===== src/hw/lock_cmd_pkg.sv =====
`default_nettype none

package lock_cmd_pkg;

	// ****************************************
	// Command codes and frame layout
	// ****************************************
	localparam logic [5:0] CMD_LOCK_BLOCKS = 6'h12;
	localparam logic [5:0] CMD_WRITE_MULTI = 6'h11;
	localparam int HDR_BITS = 16;
	localparam int UID_BITS = 40;
	localparam int LOCK_DATA_BITS = 32;
	localparam int CRC16_BITS = 16;
	localparam logic [7:0] BODY_START_NO_UID = 8'h10;
	localparam logic [7:0] BODY_START_UID = 8'h38;
	localparam logic [7:0] FRAME_LEN_NO_UID = 8'h40;
	localparam logic [7:0] FRAME_LEN_UID = 8'h68;
	localparam logic [7:0] CNT_MAX = 8'hFF;

	// ****************************************
	// Header field positions, first bit on air at the top
	// ****************************************
	localparam int HDR_EXT_POS = 15;
	localparam int HDR_CMD_MSB = 14;
	localparam int HDR_CMD_LSB = 9;
	localparam int HDR_FLAG_POS = 8;
	localparam int HDR_AREA_MSB = 7;
	localparam int HDR_AREA_LSB = 5;

	// ****************************************
	// Lock storage geometry
	// ****************************************
	localparam int NUM_AREAS = 8;
	localparam int AREA_IDX_BITS = 3;
	localparam int AREA_BITS = 32;
	localparam int BLOCK_IDX_BITS = 8;
	localparam logic [AREA_BITS-1:0] AREA_ERASED = 32'h0000_0000;

	// ****************************************
	// Answer codes and reset values
	// ****************************************
	localparam logic [7:0] ERR_NOT_SUPPORTED = 8'h01;
	localparam logic [7:0] ERR_LOCK_FAILED = 8'h0F;
	localparam logic [7:0] ERR_NONE = 8'h00;

	// ****************************************
	// Tag states seen by this block
	// ****************************************
	typedef enum logic [2:0] {
		TAG_READY,
		TAG_QUIET,
		TAG_SELECTED,
		TAG_ROUND_ACTIVE,
		TAG_ROUND_STANDBY
	} tag_state_e;

endpackage : lock_cmd_pkg

`default_nettype wire


===== src/hw/lock_area_store.sv =====
`timescale 1ns/1ns
`default_nettype none

module lock_area_store #(
	parameter int AREAS = lock_cmd_pkg::NUM_AREAS,
	parameter int WIDTH = lock_cmd_pkg::AREA_BITS,
	parameter int IDX_W = lock_cmd_pkg::AREA_IDX_BITS
) (
	// Clock
	input wire logic clk,
	// Set-only write port
	input wire logic wr_en,
	input wire logic [IDX_W-1:0] wr_idx,
	input wire logic [WIDTH-1:0] wr_bits,
	// Registered read port
	input wire logic [IDX_W-1:0] rd_idx,
	output logic [WIDTH-1:0] rd_data_q
);

	// ****************************************
	// Areas model non-volatile cells: no reset
	// ****************************************
	logic [WIDTH-1:0] area_q [AREAS];

	for (genvar i = 0; i < AREAS; i++) begin : g_area
		initial begin
			area_q[i] = lock_cmd_pkg::AREA_ERASED;
		end
		always_ff @(posedge clk) begin
			if (wr_en && wr_idx == IDX_W'(i)) begin
				area_q[i] <= area_q[i] | wr_bits;
			end
		end
	end

	always_ff @(posedge clk) begin
		rd_data_q <= area_q[rd_idx];
	end

endmodule : lock_area_store

`default_nettype wire


===== src/hw/tag_block_lock_command_handler.sv =====
// How it works
// Command code 12, once accepted, permanently locks the requested blocks.
// Lock information is held as 32-bit areas, one bit per user block.
// Area bit 0 is the area's lowest block; higher bits, higher blocks.
// A 3-bit index picks one of eight areas; only that area is written.
// Eight areas of 32 bits track all 256 blocks.
// A set bit in the lock data marks its block locked.
// Reader sends zero for every block it does not want locked.
// Lock bits are set-only; a later zero never clears one.
// Frame: ext, code, flag, index, CRC-5, optional ID, data, CRC-16.
// Addressed but unsupported: answer error flag with error code 1.
// Addressed and supported: error-form answer on failure, else success.
// Neither selected nor matched by ID: send nothing.
// Ready, Quiet and round states act only on a matching ID.
// Selected acts on flag 0 or matching ID; mismatch does nothing.
// Multi-block write uses the same addressing and never changes state.
// Lock areas are non-volatile; reset never clears a set bit.
`timescale 1ns/1ns
`default_nettype none

module tag_block_lock_command_handler #(
	parameter bit LOCK_SUPPORTED = 1'b1
) (
	// Clock and reset
	input wire logic clk,
	input wire logic reset,
	// Demodulated frame bits, same clock domain
	input wire logic rx_bit_valid,
	input wire logic rx_bit,
	input wire logic rx_frame_end,
	// Checks from the CRC unit
	input wire logic crc5_ok,
	input wire logic crc16_ok,
	// Tag context
	input wire logic [39:0] tag_unique_identifier,
	input wire lock_cmd_pkg::tag_state_e tag_state,
	input wire logic nvm_fail,
	// Answer to the reader
	output logic resp_valid,
	output logic resp_error_flag,
	output logic [7:0] resp_error_code,
	// Multi-block write addressing
	output logic mbw_grant,
	output logic [7:0] mbw_header_bits,
	// Lock bit query
	input wire logic query_valid,
	input wire logic [7:0] query_block,
	output logic query_done,
	output logic query_locked,
	output logic [31:0] query_area_bits
);

	// ****************************************
	// Receive state
	// ****************************************
	typedef enum logic [1:0] {
		ST_HDR,
		ST_BODY,
		ST_SKIP,
		ST_WRITE
	} rx_state_e;

	rx_state_e state_q;
	rx_state_e state_d;
	logic [7:0] cnt_q;
	logic [15:0] hdr_q;
	logic [39:0] uid_q;
	logic [31:0] data_q;
	logic decided_q;
	logic is_lock_q;
	logic resp_valid_q;
	logic resp_error_flag_q;
	logic [7:0] resp_error_code_q;
	logic mbw_grant_q;
	logic [7:0] mbw_header_q;

	logic hdr_complete;
	logic hdr_bad;
	logic id_flag;
	logic [5:0] cmd_code;
	logic [2:0] area_idx;
	logic [7:0] body_start;
	logic [7:0] frame_len;
	logic id_match;
	logic addressed;
	logic decide_now;
	logic frame_good;
	logic in_uid;
	logic in_data;
	logic store_wr;

	// ****************************************
	// Header fields
	// ****************************************
	assign id_flag = hdr_q[lock_cmd_pkg::HDR_FLAG_POS];
	assign cmd_code = hdr_q[lock_cmd_pkg::HDR_CMD_MSB:lock_cmd_pkg::HDR_CMD_LSB];
	assign area_idx = hdr_q[lock_cmd_pkg::HDR_AREA_MSB:
		lock_cmd_pkg::HDR_AREA_LSB];
	assign hdr_complete = (cnt_q == lock_cmd_pkg::BODY_START_NO_UID);
	// Foreign command, extended set, or broken header
	assign hdr_bad = !crc5_ok
		|| hdr_q[lock_cmd_pkg::HDR_EXT_POS]
		|| (cmd_code != lock_cmd_pkg::CMD_LOCK_BLOCKS
		&& cmd_code != lock_cmd_pkg::CMD_WRITE_MULTI);

	// ****************************************
	// Frame geometry
	// ****************************************
	assign body_start = id_flag ? lock_cmd_pkg::BODY_START_UID
		: lock_cmd_pkg::BODY_START_NO_UID;
	assign frame_len = id_flag ? lock_cmd_pkg::FRAME_LEN_UID
		: lock_cmd_pkg::FRAME_LEN_NO_UID;
	assign in_uid = id_flag && cnt_q >= lock_cmd_pkg::BODY_START_NO_UID
		&& cnt_q < lock_cmd_pkg::BODY_START_UID;
	assign in_data = cnt_q >= body_start
		&& cnt_q < body_start + 8'(lock_cmd_pkg::LOCK_DATA_BITS);

	// ****************************************
	// Addressing
	// ****************************************
	assign id_match = id_flag && (uid_q == tag_unique_identifier);
	always_comb begin
		unique case (tag_state)
			lock_cmd_pkg::TAG_SELECTED: begin
				addressed = !id_flag || id_match;
			end
			lock_cmd_pkg::TAG_READY,
			lock_cmd_pkg::TAG_QUIET,
			lock_cmd_pkg::TAG_ROUND_ACTIVE,
			lock_cmd_pkg::TAG_ROUND_STANDBY: begin
				addressed = id_match;
			end
			default: begin
				addressed = 1'b0;
			end
		endcase
	end
	assign decide_now = (state_q == ST_BODY) && !decided_q
		&& (cnt_q >= body_start);
	assign frame_good = decided_q && is_lock_q && crc16_ok
		&& (cnt_q == frame_len);

	// ****************************************
	// Receive sequencing
	// ****************************************
	always_comb begin
		state_d = state_q;
		unique case (state_q)
			ST_HDR: begin
				if (hdr_complete) begin
					state_d = hdr_bad ? ST_SKIP : ST_BODY;
				end
			end
			ST_BODY: begin
				if (rx_frame_end) begin
					state_d = frame_good ? ST_WRITE : ST_HDR;
				end else if (decide_now) begin
					if (!addressed) begin
						state_d = ST_SKIP;
					end else if (!is_lock_q) begin
						state_d = ST_SKIP;
					end
				end
			end
			ST_SKIP: begin
				if (rx_frame_end) begin
					state_d = ST_HDR;
				end
			end
			ST_WRITE: begin
				state_d = ST_HDR;
			end
		endcase
	end

	always_ff @(posedge clk) begin
		if (reset) begin
			state_q <= ST_HDR;
		end else begin
			state_q <= state_d;
		end
	end

	// ****************************************
	// Bit counter and field capture
	// ****************************************
	always_ff @(posedge clk) begin
		if (reset || rx_frame_end) begin
			cnt_q <= 8'h00;
		end else if (rx_bit_valid && cnt_q != lock_cmd_pkg::CNT_MAX) begin
			cnt_q <= cnt_q + 8'h01;
		end
	end

	always_ff @(posedge clk) begin
		if (reset) begin
			hdr_q <= 16'h0000;
		end else if (rx_bit_valid && state_q == ST_HDR && !hdr_complete) begin
			hdr_q <= {hdr_q[14:0], rx_bit};
		end
	end

	always_ff @(posedge clk) begin
		if (reset) begin
			uid_q <= 40'h00_0000_0000;
		end else if (rx_bit_valid && in_uid) begin
			uid_q <= {uid_q[38:0], rx_bit};
		end
	end

	always_ff @(posedge clk) begin
		if (reset) begin
			data_q <= 32'h0000_0000;
		end else if (rx_bit_valid && in_data) begin
			data_q <= {data_q[30:0], rx_bit};
		end
	end

	always_ff @(posedge clk) begin
		if (reset || state_q == ST_HDR) begin
			decided_q <= 1'b0;
		end else if (decide_now) begin
			decided_q <= 1'b1;
		end
	end

	always_ff @(posedge clk) begin
		if (reset) begin
			is_lock_q <= 1'b0;
		end else if (state_q == ST_HDR && hdr_complete) begin
			is_lock_q <= (cmd_code == lock_cmd_pkg::CMD_LOCK_BLOCKS);
		end
	end

	// ****************************************
	// Multi-block write grant
	// ****************************************
	always_ff @(posedge clk) begin
		if (reset) begin
			mbw_grant_q <= 1'b0;
			mbw_header_q <= 8'h00;
		end else begin
			mbw_grant_q <= decide_now && addressed && !is_lock_q;
			if (decide_now) begin
				mbw_header_q <= hdr_q[15:8];
			end
		end
	end

	// ****************************************
	// Lock commit and answer
	// ****************************************
	assign store_wr = (state_q == ST_WRITE) && LOCK_SUPPORTED;

	always_ff @(posedge clk) begin
		if (reset) begin
			resp_valid_q <= 1'b0;
			resp_error_flag_q <= 1'b0;
			resp_error_code_q <= lock_cmd_pkg::ERR_NONE;
		end else begin
			resp_valid_q <= (state_q == ST_WRITE);
			if (state_q == ST_WRITE) begin
				if (!LOCK_SUPPORTED) begin
					resp_error_flag_q <= 1'b1;
					resp_error_code_q <= lock_cmd_pkg::ERR_NOT_SUPPORTED;
				end else if (nvm_fail) begin
					resp_error_flag_q <= 1'b1;
					resp_error_code_q <= lock_cmd_pkg::ERR_LOCK_FAILED;
				end else begin
					resp_error_flag_q <= 1'b0;
					resp_error_code_q <= lock_cmd_pkg::ERR_NONE;
				end
			end
		end
	end

	// ****************************************
	// Lock storage and query
	// ****************************************
	logic [31:0] area_rd;
	logic q_stage1_q;
	logic q_done_q;
	logic [4:0] q_bit_q;
	logic q_locked_q;
	logic [31:0] q_area_q;

	lock_area_store #(
		.AREAS(lock_cmd_pkg::NUM_AREAS),
		.WIDTH(lock_cmd_pkg::AREA_BITS),
		.IDX_W(lock_cmd_pkg::AREA_IDX_BITS)
	) u_store (
		.clk(clk),
		.wr_en(store_wr),
		.wr_idx(area_idx),
		.wr_bits(data_q),
		.rd_idx(query_block[7:5]),
		.rd_data_q(area_rd)
	);

	always_ff @(posedge clk) begin
		if (reset) begin
			q_stage1_q <= 1'b0;
			q_done_q <= 1'b0;
			q_bit_q <= 5'h00;
			q_locked_q <= 1'b0;
			q_area_q <= 32'h0000_0000;
		end else begin
			q_stage1_q <= query_valid;
			q_done_q <= q_stage1_q;
			if (query_valid) begin
				q_bit_q <= query_block[4:0];
			end
			if (q_stage1_q) begin
				q_locked_q <= area_rd[q_bit_q];
				q_area_q <= area_rd;
			end
		end
	end

	// ****************************************
	// Outputs
	// ****************************************
	assign resp_valid = resp_valid_q;
	assign resp_error_flag = resp_error_flag_q;
	assign resp_error_code = resp_error_code_q;
	assign mbw_grant = mbw_grant_q;
	assign mbw_header_bits = mbw_header_q;
	assign query_done = q_done_q;
	assign query_locked = q_locked_q;
	assign query_area_bits = q_area_q;

endmodule : tag_block_lock_command_handler

`default_nettype wire


===== config.mk =====
export PLATFORM = sky130hd
export DESIGN_NAME = tag_block_lock_command_handler
export DESIGN_NICKNAME = d
export VERILOG_FILES = /design/src/hw/lock_cmd_pkg.sv /design/src/hw/lock_area_store.sv /design/src/hw/tag_block_lock_command_handler.sv
export SDC_FILE = /design/constraint.sdc
export NUM_CORES = 1
export LEC_CHECK = 0
export BUFFER_PORTS_ARGS = -buffer_cell sky130_fd_sc_hd__buf_2
export CORE_MARGIN = 3
export CORE_UTILIZATION = 45
export CTS_CLUSTER_DIAMETER = 200
export CTS_CLUSTER_SIZE = 40
export DETAILED_ROUTE_END_ITERATION = 6
export HOLD_SLACK_MARGIN = 0.05
export MAX_ROUTING_LAYER = met4
export PLACE_DENSITY_LB_ADDON = 0.2
export SETUP_SLACK_MARGIN = 0.15
export SYNTH_ARGS = -nofsm -noshare
export SYNTH_HDL_FRONTEND = slang
export SYNTH_SLANG_ARGS = --single-unit

===== constraint.sdc =====
create_clock -name clk -period 4.32 [get_ports clk]
set_input_delay 0.864 -clock clk [delete_from_list [all_inputs] [get_ports clk]]
set_output_delay 0.864 -clock clk [all_outputs]
set_load 0.01 [all_outputs]

Word-level counts from Yosys, hierarchy flattened
Memories as Yosys holds them, arrays and structs flattened. A register that Yosys moved wholly into a read port is not among the register bits.
Cells that the tools add are included.
{"block": "word_totals", "regBits": 159, "ramBits": 256, "inputBits": 60, "output_inout_bits": 53, "wordCells": 159, "n_memories": 1}
{"name": "u_store.area_q", "words": 8, "width": 32, "read_ports": 9, "rd_clocked_by_memory_dff": 1, "write_ports": 1, "line_no": "lock_area_store.sv:23", "source": "logic [WIDTH-1:0] area_q [AREAS];"}
{"block": "op_classes", "add_sub_neg": 2, "order_cmp": 5, "n_eq_ne": 25, "mux": 53, "bitwise": 8, "reduce_logical": 48}
{"op": "32-bit bitwise OR", "n": 8}
{"op": "32-bit 2-to-1 mux", "n": 7}
{"op": "32-bit OR reduction", "n": 7}
{"op": "40-bit == test", "n": 1}
{"op": "1-bit logical AND", "n": 26}
{"op": "1-bit 2-to-1 mux", "n": 25}
{"op": "3-bit 2-to-1 mux", "n": 7}
{"op": "2-bit 2-to-1 mux", "n": 8}
{"op": "3-bit == test, second input constant", "n": 5}
{"op": "3-bit by 2-bit == test with 1-bit output, second input constant", "n": 4}
{"op": "6-bit 2-to-1 mux", "n": 2}
{"op": "6-bit by 5-bit != test with 1-bit output, second input constant", "n": 2}
{"op": "8-bit by 1-bit adder with 8-bit output, second input constant", "n": 1}
{"op": "8-bit by 5-bit == test with 1-bit output, second input constant", "n": 1}
{"op": "8-bit by 7-bit == test with 1-bit output", "n": 1}
{"op": "8-bit by 5-bit greater-or-equal comparator with 1-bit output, second input constant", "n": 1}
{"op": "8-bit by 6-bit greater-or-equal comparator with 1-bit output", "n": 1}
{"op": "8-bit by 6-bit less-than comparator with 1-bit output, second input constant", "n": 1}
{"op": "8-bit by 7-bit less-than comparator with 1-bit output", "n": 1}
{"op": "8-bit != test, second input constant", "n": 1}
{"op": "2-bit case mux with 4 select lines", "n": 1}
{"op": "6-bit by 6-bit adder with 7-bit output, second input constant", "n": 1}
{"op": "3-bit by 1-bit == test with 1-bit output, second input constant", "n": 2}
{"op": "6-bit by 5-bit == test with 1-bit output, second input constant", "n": 1}
{"op": "other kinds (15)", "n": 26}

Logic depth before layout (Yosys ltp)
{"block": "depth", "word_depth": 12, "ltp_mapped": 9, "depth_no_buf": 7}

Hierarchy
From an unflattened synthesis, not the netlist that was laid out.
{"block": "hier_totals", "cells_unflattened": 1353, "area_unflattened_um2": 18549.0}
{"mod": "lock_area_store", "n_inst": 1, "cells_per_inst": 671, "area_per_inst_um2": 12067.8}
{"mod": "tag_block_lock_command_handler", "n_inst": 1, "cells_per_inst": 682, "area_per_inst_um2": 6481.2}

Least setup slack after synthesis
Ideal clock, no wire load.
{"block": "synth_timing", "path_type": "reg-to-reg", "startpoint": "register state_q[1]", "endpoint": "memory u_store.area_q[3][0] (netlist name), enable pin", "arrival_ns": 2.959, "required_time_ns": 3.859, "path_slack_ns": 0.900, "path_stages_with_launch": 4, "n_path_buf": 1, "synth_period_minus_slack_ns": 3.420, "path_cell_list": "dfxtp_1 clkbuf_1 nand2_1 nor3_1"}
{"block": "synth_via", "elab_chain_cells": 12, "elab_cells_between_ends": 46}
{"item": "start: declaration", "line_no": "tag_block_lock_command_handler.sv:63", "source": "rx_state_e state_q;"}
{"item": "start signal: assignment", "line_no": "tag_block_lock_command_handler.sv:180", "source": "state_q <= state_d;"}
{"item": "2-bit == test (*)", "line_no": "tag_block_lock_command_handler.sv:253", "source": "assign store_wr = (state_q == ST_WRITE) && LOCK_SUPPORTED;"}
{"item": "1-bit logical AND", "line_no": "lock_area_store.sv:30", "source": "if (wr_en && wr_idx == IDX_W'(i)) begin"}
{"item": "1-bit 2-to-1 mux", "line_no": "lock_area_store.sv:30"}
{"item": "1-bit 2-to-1 mux (implied by the code)", "line_no": "lock_area_store.sv:31", "source": "area_q[i] <= area_q[i] | wr_bits;"}
{"item": "32-bit OR reduction (no line)"}
{"item": "3-bit 2-to-1 mux (no line) / 1-bit 2-to-1 mux (equally long branches) (7 in series)"}
{"item": "end: declaration", "line_no": "lock_area_store.sv:23"}
Mark *: on every way between the ends. The rest lies on a longest branch, timed or not.

Final worst setup path
{"block": "layout_timing", "startpoint": "register cnt_q[3]", "endpoint": "register data_q[18]"}
{"block": "layout_via", "elab_chain_cells": 3, "elab_cells_between_ends": 4}
{"item": "start: declaration", "line_no": "tag_block_lock_command_handler.sv:65", "source": "logic [7:0] cnt_q;"}
{"item": "start signal: assignment", "line_no": "tag_block_lock_command_handler.sv:191", "source": "cnt_q <= cnt_q + 8'h01;"}
{"item": "8-bit by 6-bit greater-or-equal comparator with 1-bit output / 8-bit by 7-bit less-than comparator with 1-bit output (equally long branches)", "line_no": "tag_block_lock_command_handler.sv:115, tag_block_lock_command_handler.sv:116"}
{"item": "1-bit logical AND (*)", "line_no": "tag_block_lock_command_handler.sv:116", "source": "&& cnt_q < body_start + 8'(lock_cmd_pkg::LOCK_DATA_BITS);"}
{"item": "1-bit logical AND (*)", "line_no": "tag_block_lock_command_handler.sv:214", "source": "end else if (rx_bit_valid && in_data) begin"}
{"item": "end signal: assignment", "line_no": "tag_block_lock_command_handler.sv:215", "source": "data_q <= {data_q[30:0], rx_bit};"}
{"item": "end: declaration", "line_no": "tag_block_lock_command_handler.sv:68", "source": "logic [31:0] data_q;"}
Marks and branches as above.
A chain may end at the register's enable or synchronous reset.

==> impl_metrics.toml <==
[synthesis]
synth.ff_latch_count = 439
yosys_warnings = 0
syn_area_per_cell_um2 = 13.3
syn-cell-area_um2 = 18400
synth_seq_area_share_pct = 61.8
postSynthCellCount = 1378
synthFlopType = "edfxtp_1"
synth_area_leaders = "edfxtp_1 (42%), dfxtp_1 (20%), mux4_2 (8.8%), or2_2 (8.8%), mux2i_1 (4.4%)"
netlist.top_cell.by_area = "edfxtp_1"
yosysUniqueCellTypes = 50
postSynth.asyncResetShare_pct = 0
yosysTopAreaCellShare_pct = 41.9
synth_edf_count = 256

[clock_tree]
clockRootBuffer = "clkbuf_16"
clockBufferDepth = 3
tritoncts = "built"
cts_num_sinks = 439
cts_buffers = 14
cts_setup_buffers = 0
clkTransAtPathRegs_ps = 140
cts_hold_buf = 0
h-tree-depth = 1
cts_resized = 0
clk_latency_ps = 540

[setup_path]
r2r-end = "data_q[18]"
critPathKind = "reg2reg"
crit_chain = "inv_1 > ha_1 > or4b_1 > a21oi_1 > o311ai_4 > buf_4 > mux2i_1 > nor2_1"
critPathMaxStageDelay_ps = 480
path_buf_inv = 2
critPathMaxFanout = 32
cpMaxStageDelayCell = "dfxtp_1"
worstPathRequired_ps = 4740
r2r-start = "cnt_q[3]"
reg2reg_slack_ps = 1630
ff2ff_path_depth = 8
crit_family = "simple AND/OR/NAND/NOR gates"
cp-start-kind = "flop"
worstPathArrival_ps = 3100
cp-end-kind = "flop"

[drt]
routedWlPerCell_um = 20.1
vias_per_cell = 5.34
drtIter0Drc = 761
drt_wl_total_um = 40100
dr_total_vias = 10700
drt_pass1_iterations = 5
drc_errors = 0
ant_nets = 0

[grt]
grt_use_met3_pct = 1.60
grt-ovfl-total = 0
grt_start_max_net_pins = 46
met2_usage_pct = 28.7
grt_pass1_vias = 10300
busiest_layer = "met2"
antenna_found_initial = 1
grtUsageMet1_pct = 27.7
grt_pass1_wl_um = 62100
grt.total_usage_pct = 18.6

[pwr]
comb_power_share_pct = 3.9
intPower_w = 0.00518
seq_power_share_pct = 67.4
switching_share_pct = 21.0
p_sw_w = 0.00138
total_power_w = 0.00656
ir_drop_mv = 0.333
clkPwrFrac_pct = 28.7
p_leak_nw = 5.62
powerDensity_nw_per_um2 = 329

[timing]
fin_worst_skew_ps = 21.7
tightest_slew_ps = 1160
fin_crit_sh_pct = 62.2
setup_viol = 0
setup_tns_ps = 0
slew_violations = 0
finalCriticalPeriod_ps = 2690
max_freq_mhz = 372
rsz0062_at_grt = "no"
finalHoldViolCount = 0
max_slew_margin_pct = 22.1

[die]
coreArea_um2 = 40000
die-height_um = 208
ioPinCount = 113
die_area_um2 = 43300
initial_core_util_pct = 45.9
row_count = 73
fp.dieW_um = 208

[cells_and_area]
nets = 1529
drive_gt1_share_pct = 37.2
synthToLayoutAreaGrowth_pct = 8.55

[hold_path]
hold_class = "reg2reg"
hold_depth = 2
min-delay-start = "hdr_q[3]"
min_to = "hdr_q[4]"

[placement]
portBuffers = 108
place.detailed.hpwl_um = 25700
gp_congestion = 0.806

[job]
cap_viol_max_count = 0

[run_status]
outcome = "completed"
## metrics by stage
step           std cells  setup slack, ps  cell area (µm²)  hold slack, ps  util (%)
2_1_floorplan       1381              900            18400             430         -
3_3_place_gp        1972             1590            19500             442      48.8
3_5_place_dp        1972             1550            19500             450      48.8
4_1_cts             1996             1610            19900             463      49.8
5_1_grt             1997             1420            19900             476      49.8
6_report            1997             1630            19900             462      49.8
## worst reg2reg max path, cell delays in order (launching register included)
cell	delay, ps
dfxtp_1	480
inv_1	80
ha_1	320
or4b_1	460
a21oi_1	380
o311ai_4	130
buf_4	360
mux2i_1	290
nor2_1	60
## power by group through the flow
stage          Sequential [W]  Combinational [W]  Clock, W
6_report              0.00442           0.000256   0.00188
5_1_grt               0.00443           0.000278   0.00206
4_1_cts               0.00442           0.000261   0.00194
3_5_place_dp          0.00452           0.000259         0
3_3_place_gp          0.00452           0.000257         0
2_1_floorplan         0.00452           0.000161         0
## cell type report
class / instances / area, µm²
multi-input combinational: 866 / 6710
inverter: 6 / 22.5
antenna: 1 / 2.50
sequential: 439 / 11400
timing repair buffer: 136 / 768
clock buffer: 24 / 413
fill: 3506 / 20100
tap: 525 / 657
## cells in the final DEF (no fill, tap or decap), types with 6 or more instances in the layout
| cell | count |
|---|---|
| nand4_1 | 15 |
| buf_2 | 106 |
| mux2i_1 | 80 |
| nor4_1 | 6 |
| or2_2 | 257 |
| mux4_2 | 72 |
| clkbuf_16 | 15 |
| inv_1 | 6 |
| ha_1 | 6 |
| a21oi_1 | 58 |
| dfxtp_1 | 182 |
| nor3_1 | 8 |
| xnor2_1 | 43 |
| buf_4 | 29 |
| edfxtp_1 | 256 |
| nor2_1 | 93 |
| clkbuf_1 | 8 |
| nand2_2 | 10 |
| nand3_1 | 6 |
| mux2_2 | 34 |
| nand2_1 | 117 |
## Yosys cell counts (8+ instances only)
library cell and number:
clkbuf_1 39, nand2_2 10, mux2_2 34, dfxtp_1 183
a21oi_1 58, nor3_1 12, or2_2 257, mux2i_1 80
buf_2 8, edfxtp_1 256, nor2_1 97, nand4_1 15
buf_1 8, buf_4 9, mux4_2 72, nand2_1 117
xnor2_1 43
## routing by layer
| metal | vias up | wire length (µm) | part of all wire (%) |
|---|---|---|---|
| met4 | 0 | 506 | 1.3 |
| li1 | 5029 | - | - |
| met5 | - | 0 | 0 |
| met3 | 28 | 1350 | 3.4 |
| met1 | 5402 | 19500 | 49 |
| met2 | 198 | 18700 | 47 |
## sequential cells by signal, indices dropped and copies added, names as in the netlist, 2 cells and up
register,count
mbw_header_bits,8
hdr_q,16
query_area_bits,32
q_bit_q,5
u_store.rd_data_q,32
uid_q,40
u_store.area_q,256
cnt_q,8
state_q,2
data_q,32
## logic make-up (layout without fill, tap and decap cells)
logic type                 count (synthesis)  in the layout  share of synthesized area, %
muxes                                    186            186                          15.3
adders and majority gates                  6              6                         0.409
xor gates and xnor gates                  47             47                          2.24
other                                      1              5                        0.0204
buffers and inverters                     76            166                          2.04
and+or+nand+nor                          544            544                          15.7
AOI/OAI and AO/OA                         79             79                          2.50
DFF                                      439            439                          61.8
## how the worst max path moves through the flow
stage / slack, ps / to / cells past startpoint / from
detailed placement: 1550 / u_store.rd_data_q[28] / 4 / query_block[5]
global placement: 1590 / u_store.rd_data_q[27] / 4 / query_block[5]
CTS: 1610 / mbw_header_bits[4] / 6 / hdr_q[8]
floorplan: 900 / u_store.area_q[3][0] / 3 / state_q[1]
global route: 1420 / data_q[22] / 8 / hdr_q[8]
finish: 1630 / data_q[18] / 8 / cnt_q[3]
Note: power is estimated with default switching activity, not from simulation.
